File: src/kds_pkg.sv
// Shared constants, state layout and helper functions for the key and switch scanner
package kds_pkg;

  // Timing of one scan step
  localparam int KDS_CLK_HZ       = 10_000_000;
  localparam int KDS_SCAN_TIME_US = 1000;
  localparam int KDS_SCAN_CYCLES  = (KDS_CLK_HZ / 1_000_000) * KDS_SCAN_TIME_US;
  localparam int KDS_DIV_W        = 24;

  // Pin vector layout after synchronisation
  localparam int KDS_TK_KEYS = 10;
  localparam int KDS_PIN_TK  = 0;
  localparam int KDS_PIN_MX  = 10;
  localparam int KDS_PIN_TW  = 14;
  localparam int KDS_PINS    = 22;

  // Field positions and limits
  localparam int         KDS_TK_ANY_BIT = 10;
  localparam logic [3:0] KDS_KEY_A      = 4'ha;
  localparam logic [3:0] KDS_LAST_STEP  = 4'h3;
  localparam logic [15:0] KDS_TK_MAX    = 16'h270f;
  localparam logic [1:0] KDS_TW_ONE     = 2'h1;
  localparam logic [1:0] KDS_TW_TWO     = 2'h2;

  typedef struct packed {
    logic [KDS_PINS-1:0]  s1;
    logic [KDS_PINS-1:0]  s2;
    logic [KDS_PINS-1:0]  s3;
    logic [KDS_PINS-1:0]  filt;
    logic [KDS_DIV_W-1:0] div_cnt;
    logic                 tick;
    logic [9:0]           tk_prev;
    logic [15:0]          tk_dig;
    logic [15:0]          tk_bin;
    logic [9:0]           tk_ind;
    logic                 tk_any;
    logic [1:0]           mx_col;
    logic [15:0]          mx_map;
    logic [15:0]          mx_prev;
    logic [31:0]          mx_dig;
    logic [31:0]          mx_bin;
    logic [5:0]           mx_fn;
    logic                 mx_letter;
    logic                 mx_digit;
    logic                 mx_done;
    logic [3:0]           mx_drive;
    logic [1:0]           tw_step;
    logic [15:0]          tw_dig0;
    logic [15:0]          tw_dig1;
    logic [15:0]          tw_word0;
    logic [15:0]          tw_word1;
    logic                 tw_done;
    logic [3:0]           tw_strobe;
  } kds_state_type;

  localparam kds_state_type KDS_STATE_RST = '0;

  // Eight packed BCD digits to binary, most significant nibble first
  function automatic logic [31:0] kds_bcd2bin(input logic [31:0] bcd);
    logic [31:0] acc;
    acc = '0;
    for (int i = 7; i >= 0; i--) begin
      acc = 32'(acc * 32'd10 + 32'(bcd[i*4 +: 4]));
    end
    return acc;
  endfunction

  // Lowest set bit as {valid, index}
  function automatic logic [4:0] kds_first_key(input logic [15:0] m);
    logic [4:0] r;
    r = '0;
    for (int i = 15; i >= 0; i--) begin
      if (m[i]) begin
        r = {1'b1, 4'(i)};
      end
    end
    return r;
  endfunction

endpackage

File: src/kds_scanner.sv
// Ten-key entry, matrix keypad scanner and thumbwheel reader in one clocked block
`timescale 1ns/1ns
module kds_scanner
  import kds_pkg::*;
#(
  parameter int SCAN_CYCLES = KDS_SCAN_CYCLES
) (
  input  wire logic        clk,
  input  wire logic        reset_n,
  input  wire logic [9:0]  ten_key_keys,
  input  wire logic        ten_key_enable,
  output logic [15:0]      ten_key_result,
  output logic [10:0]      ten_key_status,
  input  wire logic [3:0]  keypad_return,
  output logic [3:0]       keypad_drive,
  input  wire logic        matrix_enable,
  input  wire logic        hex_mode_flag,
  input  wire logic        matrix_keypad_entry_wide,
  output logic [31:0]      keypad_result,
  output logic [7:0]       keypad_status,
  output logic             keypad_done_flag,
  input  wire logic [7:0]  thumbwheel_in,
  input  wire logic [1:0]  thumbwheel_count,
  input  wire logic        thumbwheel_enable,
  output logic [3:0]       thumbwheel_strobe,
  output logic [15:0]      thumbwheel_word0,
  output logic [15:0]      thumbwheel_word1,
  output logic             thumbwheel_done_flag
);

  // The divider counter must hold the step length
  if (SCAN_CYCLES < 1 || SCAN_CYCLES >= (1 << KDS_DIV_W)) begin : g_bad_scan
    $error("SCAN_CYCLES out of range");
  end

  kds_state_type st_q;
  kds_state_type st_d;
  logic [KDS_PINS-1:0] pins;
  logic [4:0]          pick_tk;
  logic [4:0]          pick_mx;
  logic [15:0]         map;
  logic [31:0]         mdig;
  logic [15:0]         tdig0;
  logic [15:0]         tdig1;
  logic                tw_active;

  // All pins arrive from outside the clock domain
  assign pins = {thumbwheel_in, keypad_return, ten_key_keys};

  // Next state of the whole block
  always_comb begin
    pick_tk   = '0;
    pick_mx   = '0;
    map       = '0;
    mdig      = '0;
    tdig0     = '0;
    tdig1     = '0;
    tw_active = thumbwheel_enable &&
                (thumbwheel_count == KDS_TW_ONE || thumbwheel_count == KDS_TW_TWO);
    st_d      = st_q;

    // Three-stage synchroniser; a change counts once stages two and three agree
    st_d.s1   = pins;
    st_d.s2   = st_q.s1;
    st_d.s3   = st_q.s2;
    st_d.filt = (st_q.s2 & ~(st_q.s2 ^ st_q.s3)) | (st_q.filt & (st_q.s2 ^ st_q.s3));

    // Scan step enable pulse
    if (st_q.div_cnt == KDS_DIV_W'(SCAN_CYCLES - 1)) begin
      st_d.div_cnt = '0;
      st_d.tick    = 1'b1;
    end else begin
      st_d.div_cnt = KDS_DIV_W'(st_q.div_cnt + 1'b1);
      st_d.tick    = 1'b0;
    end

    // Ten-key entry: only a fresh press counts, lowest key first
    st_d.tk_prev = st_q.filt[KDS_PIN_TK +: KDS_TK_KEYS];
    pick_tk = kds_first_key({6'h0, st_q.filt[KDS_PIN_TK +: KDS_TK_KEYS] & ~st_q.tk_prev});
    if (!ten_key_enable) begin
      st_d.tk_ind = '0;
      st_d.tk_any = 1'b0;
    end else begin
      st_d.tk_any = |st_q.filt[KDS_PIN_TK +: KDS_TK_KEYS];
      if (pick_tk[4]) begin
        // Oldest digit falls off the top, so the value never passes four digits
        st_d.tk_dig = {st_q.tk_dig[11:0], pick_tk[3:0]};
        st_d.tk_bin = 16'(kds_bcd2bin({16'h0, st_d.tk_dig}));
        st_d.tk_ind = 10'h001 << pick_tk[3:0];
      end
    end

    // Matrix keypad: returns sampled at the end of each drive step
    if (!matrix_enable) begin
      st_d.mx_col    = '0;
      st_d.mx_map    = '0;
      st_d.mx_prev   = '0;
      st_d.mx_drive  = '0;
      st_d.mx_fn     = '0;
      st_d.mx_letter = 1'b0;
      st_d.mx_digit  = 1'b0;
      st_d.mx_done   = 1'b0;
    end else if (st_q.tick) begin
      map = st_q.mx_map;
      map[{st_q.mx_col, 2'b00} +: 4] = st_q.filt[KDS_PIN_MX +: 4];
      st_d.mx_done = 1'b0;
      if ({2'b00, st_q.mx_col} == KDS_LAST_STEP) begin
        pick_mx = kds_first_key(map & ~st_q.mx_prev);
        st_d.mx_letter = |map[15:10];
        st_d.mx_digit  = |map[9:0];
        if (pick_mx[4]) begin
          if (hex_mode_flag || pick_mx[3:0] < KDS_KEY_A) begin
            mdig = {st_q.mx_dig[27:0], pick_mx[3:0]};
            if (!matrix_keypad_entry_wide) begin
              mdig[31:16] = '0;
            end
            st_d.mx_dig = mdig;
            st_d.mx_bin = hex_mode_flag ? mdig : kds_bcd2bin(mdig);
          end else if (st_q.mx_prev[15:10] == 6'h00) begin
            // A function key still held from an earlier pass blocks newcomers
            st_d.mx_fn = 6'h01 << (pick_mx[3:0] - KDS_KEY_A);
          end
        end
        st_d.mx_prev = map;
        map          = '0;
        st_d.mx_done = 1'b1;
      end
      st_d.mx_map   = map;
      st_d.mx_col   = 2'(st_q.mx_col + 1'b1);
      st_d.mx_drive = 4'h1 << st_d.mx_col;
    end else if (st_q.mx_drive == 4'h0) begin
      st_d.mx_drive = 4'h1 << st_q.mx_col;
    end

    // Thumbwheel reader: step i reads the digit of weight ten to the i
    if (!tw_active) begin
      st_d.tw_step   = '0;
      st_d.tw_strobe = '0;
      st_d.tw_done   = 1'b0;
    end else if (st_q.tick) begin
      tdig0 = st_q.tw_dig0;
      tdig1 = st_q.tw_dig1;
      tdig0[{st_q.tw_step, 2'b00} +: 4] = st_q.filt[KDS_PIN_TW +: 4];
      tdig1[{st_q.tw_step, 2'b00} +: 4] = st_q.filt[KDS_PIN_TW + 4 +: 4];
      st_d.tw_dig0 = tdig0;
      st_d.tw_dig1 = tdig1;
      st_d.tw_done = 1'b0;
      if ({2'b00, st_q.tw_step} == KDS_LAST_STEP) begin
        st_d.tw_word0 = 16'(kds_bcd2bin({16'h0, tdig0}));
        if (thumbwheel_count == KDS_TW_TWO) begin
          st_d.tw_word1 = 16'(kds_bcd2bin({16'h0, tdig1}));
        end
        st_d.tw_done = 1'b1;
      end
      st_d.tw_step   = 2'(st_q.tw_step + 1'b1);
      st_d.tw_strobe = 4'h1 << st_d.tw_step;
    end else if (st_q.tw_strobe == 4'h0) begin
      st_d.tw_strobe = 4'h1 << st_q.tw_step;
    end
  end

  // State register
  always_ff @(posedge clk or negedge reset_n) begin
    if (!reset_n) begin
      st_q <= KDS_STATE_RST;
    end else begin
      st_q <= st_d;
    end
  end

  // Outputs straight from the state register
  assign ten_key_result       = st_q.tk_bin;
  assign ten_key_status       = {st_q.tk_any, st_q.tk_ind};
  assign keypad_drive         = st_q.mx_drive;
  assign keypad_result        = st_q.mx_bin;
  assign keypad_status        = {st_q.mx_digit, st_q.mx_letter, st_q.mx_fn};
  assign keypad_done_flag     = st_q.mx_done;
  assign thumbwheel_strobe    = st_q.tw_strobe;
  assign thumbwheel_word0     = st_q.tw_word0;
  assign thumbwheel_word1     = st_q.tw_word1;
  assign thumbwheel_done_flag = st_q.tw_done;
endmodule

File: config.mk
export PLATFORM = sky130hd
export DESIGN_NAME = kds_scanner
export DESIGN_NICKNAME = d
export VERILOG_FILES = /design/src/kds_pkg.sv /design/src/kds_scanner.sv
export SDC_FILE = /design/constraint.sdc
export NUM_CORES = 1
export LEC_CHECK = 0
export BUFFER_PORTS_ARGS = -buffer_cell sky130_fd_sc_hd__buf_2
export CAP_MARGIN = 20
export CORE_ASPECT_RATIO = 1.1
export CORE_UTILIZATION = 40
export DETAILED_ROUTE_END_ITERATION = 7
export PLACE_DENSITY = 0.53
export RECOVER_POWER = 50
export SLEW_MARGIN = 20
export SYNTH_ARGS = -nofsm -noshare
export SYNTH_HDL_FRONTEND = slang
export SYNTH_SLANG_ARGS = --single-unit
File: constraint.sdc
create_clock -name clk -period 23.9 [get_ports clk]
set_input_delay 4.78 -clock clk [delete_from_list [all_inputs] [get_ports clk]]
set_output_delay 4.78 -clock clk [all_outputs]
set_load 0.03 [all_outputs]
==> flow_summary.toml <==
[pwr]
peakVddDrop_v = 0.000222
power.density_mw_per_mm2 = 84.3
power.leakage_nw = 15.8

[cells_and_area]
drive_above_1_share_pct = 8.84
instances_no_fill = 4304
fillers = 7158
multi_input_area_mm2 = 0.0192
num_antenna_cells = 0
regArea_mm2 = 0.00846
area_growth_pct = 7.80
fin_nets = 3792
finalInstanceArea_mm2 = 0.0318

[floorplanning]
core_mm2 = 0.0730
pin_count = 140
std_cell_rows = 104
dieArea_mm2 = 0.0748
die_w_um = 261
initial_core_util_pct = 40.4
die_h_um = 287

[routing]
wire_per_inst_um = 15.4
wl_met1_um = 31800
num_vias = 22800
wl_met2_um = 30600
detail-route-antenna-nets = 0
drc = 5
met3_length_um = 2640
viasPerCell = 5.30
drt_iter0_drc = 1199
top_layer = "met5"
drt_pre_antenna_iters = 8
wl_um = 66100

[timing]
clock_skew_ns = 0.0330
whs_ns = 0.347
slew_viol_final = 283
fin_crit_sh_pct = 81.0
relSlewSlack_pct = -307
finalSetupTns_ns = 0
worst_pin_slew_ns = 6.11
final_hold_viol_count = 0
rsz0062_at_grt = "no"
fmax_ghz = 0.0517
setup_viol = 0
fin_crit_ns = 19.35

[cts]
cts_buffers = 41
htreeDepth = 2
cts_hold_buf = 0
cts-resized-gates = 0
post-cts-setup-buffers = 0
clk_path_buf_depth = 3
cts_tree = "yes"
clkSinkCount = 338
insertion_delay_ns = 0.57
root_buffer = "clkbuf_16"
clk_pin_slew_ns = 0.06

[setup_path]
worstPathMaxFanout = 18
reg2reg_slack_ns = 8.71
cp_top_family = "adder cells"
required_ns = 24.29
r2r_cells = 60
cp.arrival_ns = 19.75
critPathKind = "in2reg"
worstSetupEndpointType = "flop"
cp-start-kind = "input pin"
critical-path-max-stage-delay_ns = 0.57
cpMostUsedCell = "ha_1"
path_buf_inv = 6
rr_endpoint = "keypad_result[31]"
critPathSlowestCell = "o41ai_1"
r2r-start = "st_q[141]"

[yosys]
synth_top_family_by_area = "adder cells"
muxShareOfSynthArea_pct = 2.22
yosys.area.top_type = "dfrtp_1"
synth-simple-area-share_pct = 16.3
yosysMostFrequentCell = "ha_1"
synthTopCellsByCount = "ha_1, dfrtp_1, nand2_1, o21ai_0, xnor2_1"
yosysWarnings = 0
netlist_area_mm2 = 0.0295
synth_top_area_share_pct = 28.7
synth_adder_area_share_pct = 20.3
synth_cell_type_count = 102
syn_avg_cell_area_um2 = 8.94
netlist_top_cells_area = "dfrtp_1, ha_1, xnor2_1"
synth-edff-count = 0
synth_compound_area_share_pct = 15.5
synth-xor-area-share_pct = 10.4
yosys_most_used_dff = "dfrtp_1"
synthArstFlopShare_pct = 100
ys_ff_latch = 338
seq_area_frac_synth_pct = 28.7
synthCells = 3297

[grt]
antenna_found_initial = 3
grt_max_degree = 115
grt_pass1_vias = 22900
grt_usage_pct = 17.8
grt_first_pass_wirelength_um = 112000
gr-total-overflow = 0

[min_path]
hold_class = "reg2reg"
min_to = "st_d[294]"
hold_start = "st_d[316]"
whs_path_depth = 0

[placement]
dp.cells = 4230
dpl.hpwl_um = 52100
place_area_mm2 = 0.0304
gp_congestion = 0.829
port_buffers = 139

[status]
violations = "DRC, capacitance limit, slew limit"
status = "finished, violations left"

[job]
maxCapViolCount = 4
==> per-stage QoR <==
| step | worst slack (ns) | power (mW) | utilization [%] |
|---|---|---|---|
| after floorplan | 5.65 | 1.78 | - |
| after global placement | 4.32 | 2.03 | 41.6 |
| after CTS | 4.53 | 2.73 | 43.6 |
| final | 4.55 | 2.68 | 43.5 |
| after detailed placement | 4.05 | 2.05 | 41.6 |
| after global routing | 3.30 | 2.95 | 43.5 |
==> cells in the final DEF (no fill, tap or decap), types with 33 or more instances in the layout <==
cell type    n
and2_1      34
nor3_1      63
nor2_1     167
nand3_1     86
nor2b_1     62
xor2_1     136
ha_1       410
buf_2      130
xnor2_1    210
a21oi_1    154
clkbuf_16   42
nand2b_1    33
mux2_2      43
dfrtp_1    338
a21o_1      66
inv_1      207
and3_1      35
o21ai_0    268
nand2_1    334
==> worst register-to-register path, delay by kind of cell, from the launching register on <==
kind	cells	cell delay, ns
simple gates	9	1.87
fa+ha+maj	15	4.76
buf+inv	5	0.39
xor+xnor	13	3.34
compound gates	18	4.34
flops	1	0.37
==> sequential cells by signal (all words and copies together) (netlist names), named ones only <==
name                  flops
keypad_result            31
thumbwheel_word0         16
st_q                    165
keypad_done_flag          1
ten_key_result           15
thumbwheel_done_flag      1
ten_key_status           11
st_d                     44
thumbwheel_word1         16
keypad_drive              4
thumbwheel_strobe         4
keypad_status             8
==> cell type report <==
type	instances	share of cell area (%)
inverter	207	2.44
timing repair buffer	151	2.40
multi-input combinational	2580	60.3
sequential	338	26.6
tap	954	3.76
clock buffer	52	3.58
clock inverter	22	0.929
==> worst max path at each step <==
stage	slack [ns]	end	startpoint	cells past startpoint
floorplan	5.65	keypad_result[31]	matrix_keypad_entry_wide	62
global placement	4.32	keypad_result[31]	matrix_keypad_entry_wide	61
detailed placement	4.05	keypad_result[31]	matrix_keypad_entry_wide	62
CTS	4.53	keypad_result[31]	matrix_keypad_entry_wide	62
global route	3.30	keypad_result[31]	matrix_keypad_entry_wide	61
finish	4.55	keypad_result[31]	matrix_keypad_entry_wide	61
==> kinds of logic (layout without fill, tap and decap cells) <==
group           Yosys count  after routing
flops                   338            338
compound gates          724            724
buf+inv                 386            432
other cells               1              8
fa+ha+maj               464            464
simple gates            976            976
mux                      60             60
xor+xnor                348            348
==> where the power goes <==
part | internal (mW) | total, mW | switching, mW | leakage [nW]
combinational | 0.577 | 1.39 | 0.808 | 10.7
clock | 0.404 | 0.660 | 0.256 | 0.692
sequential | 0.611 | 0.632 | 0.0216 | 4.36
==> per-layer routing <==
metal	vias up	global-route usage, %
met5	-	0
met4	2	4.06
met3	78	2.66
met2	360	29.5
met1	10800	24.4
li1	11600	-
(Power assumes the default switching activity.)
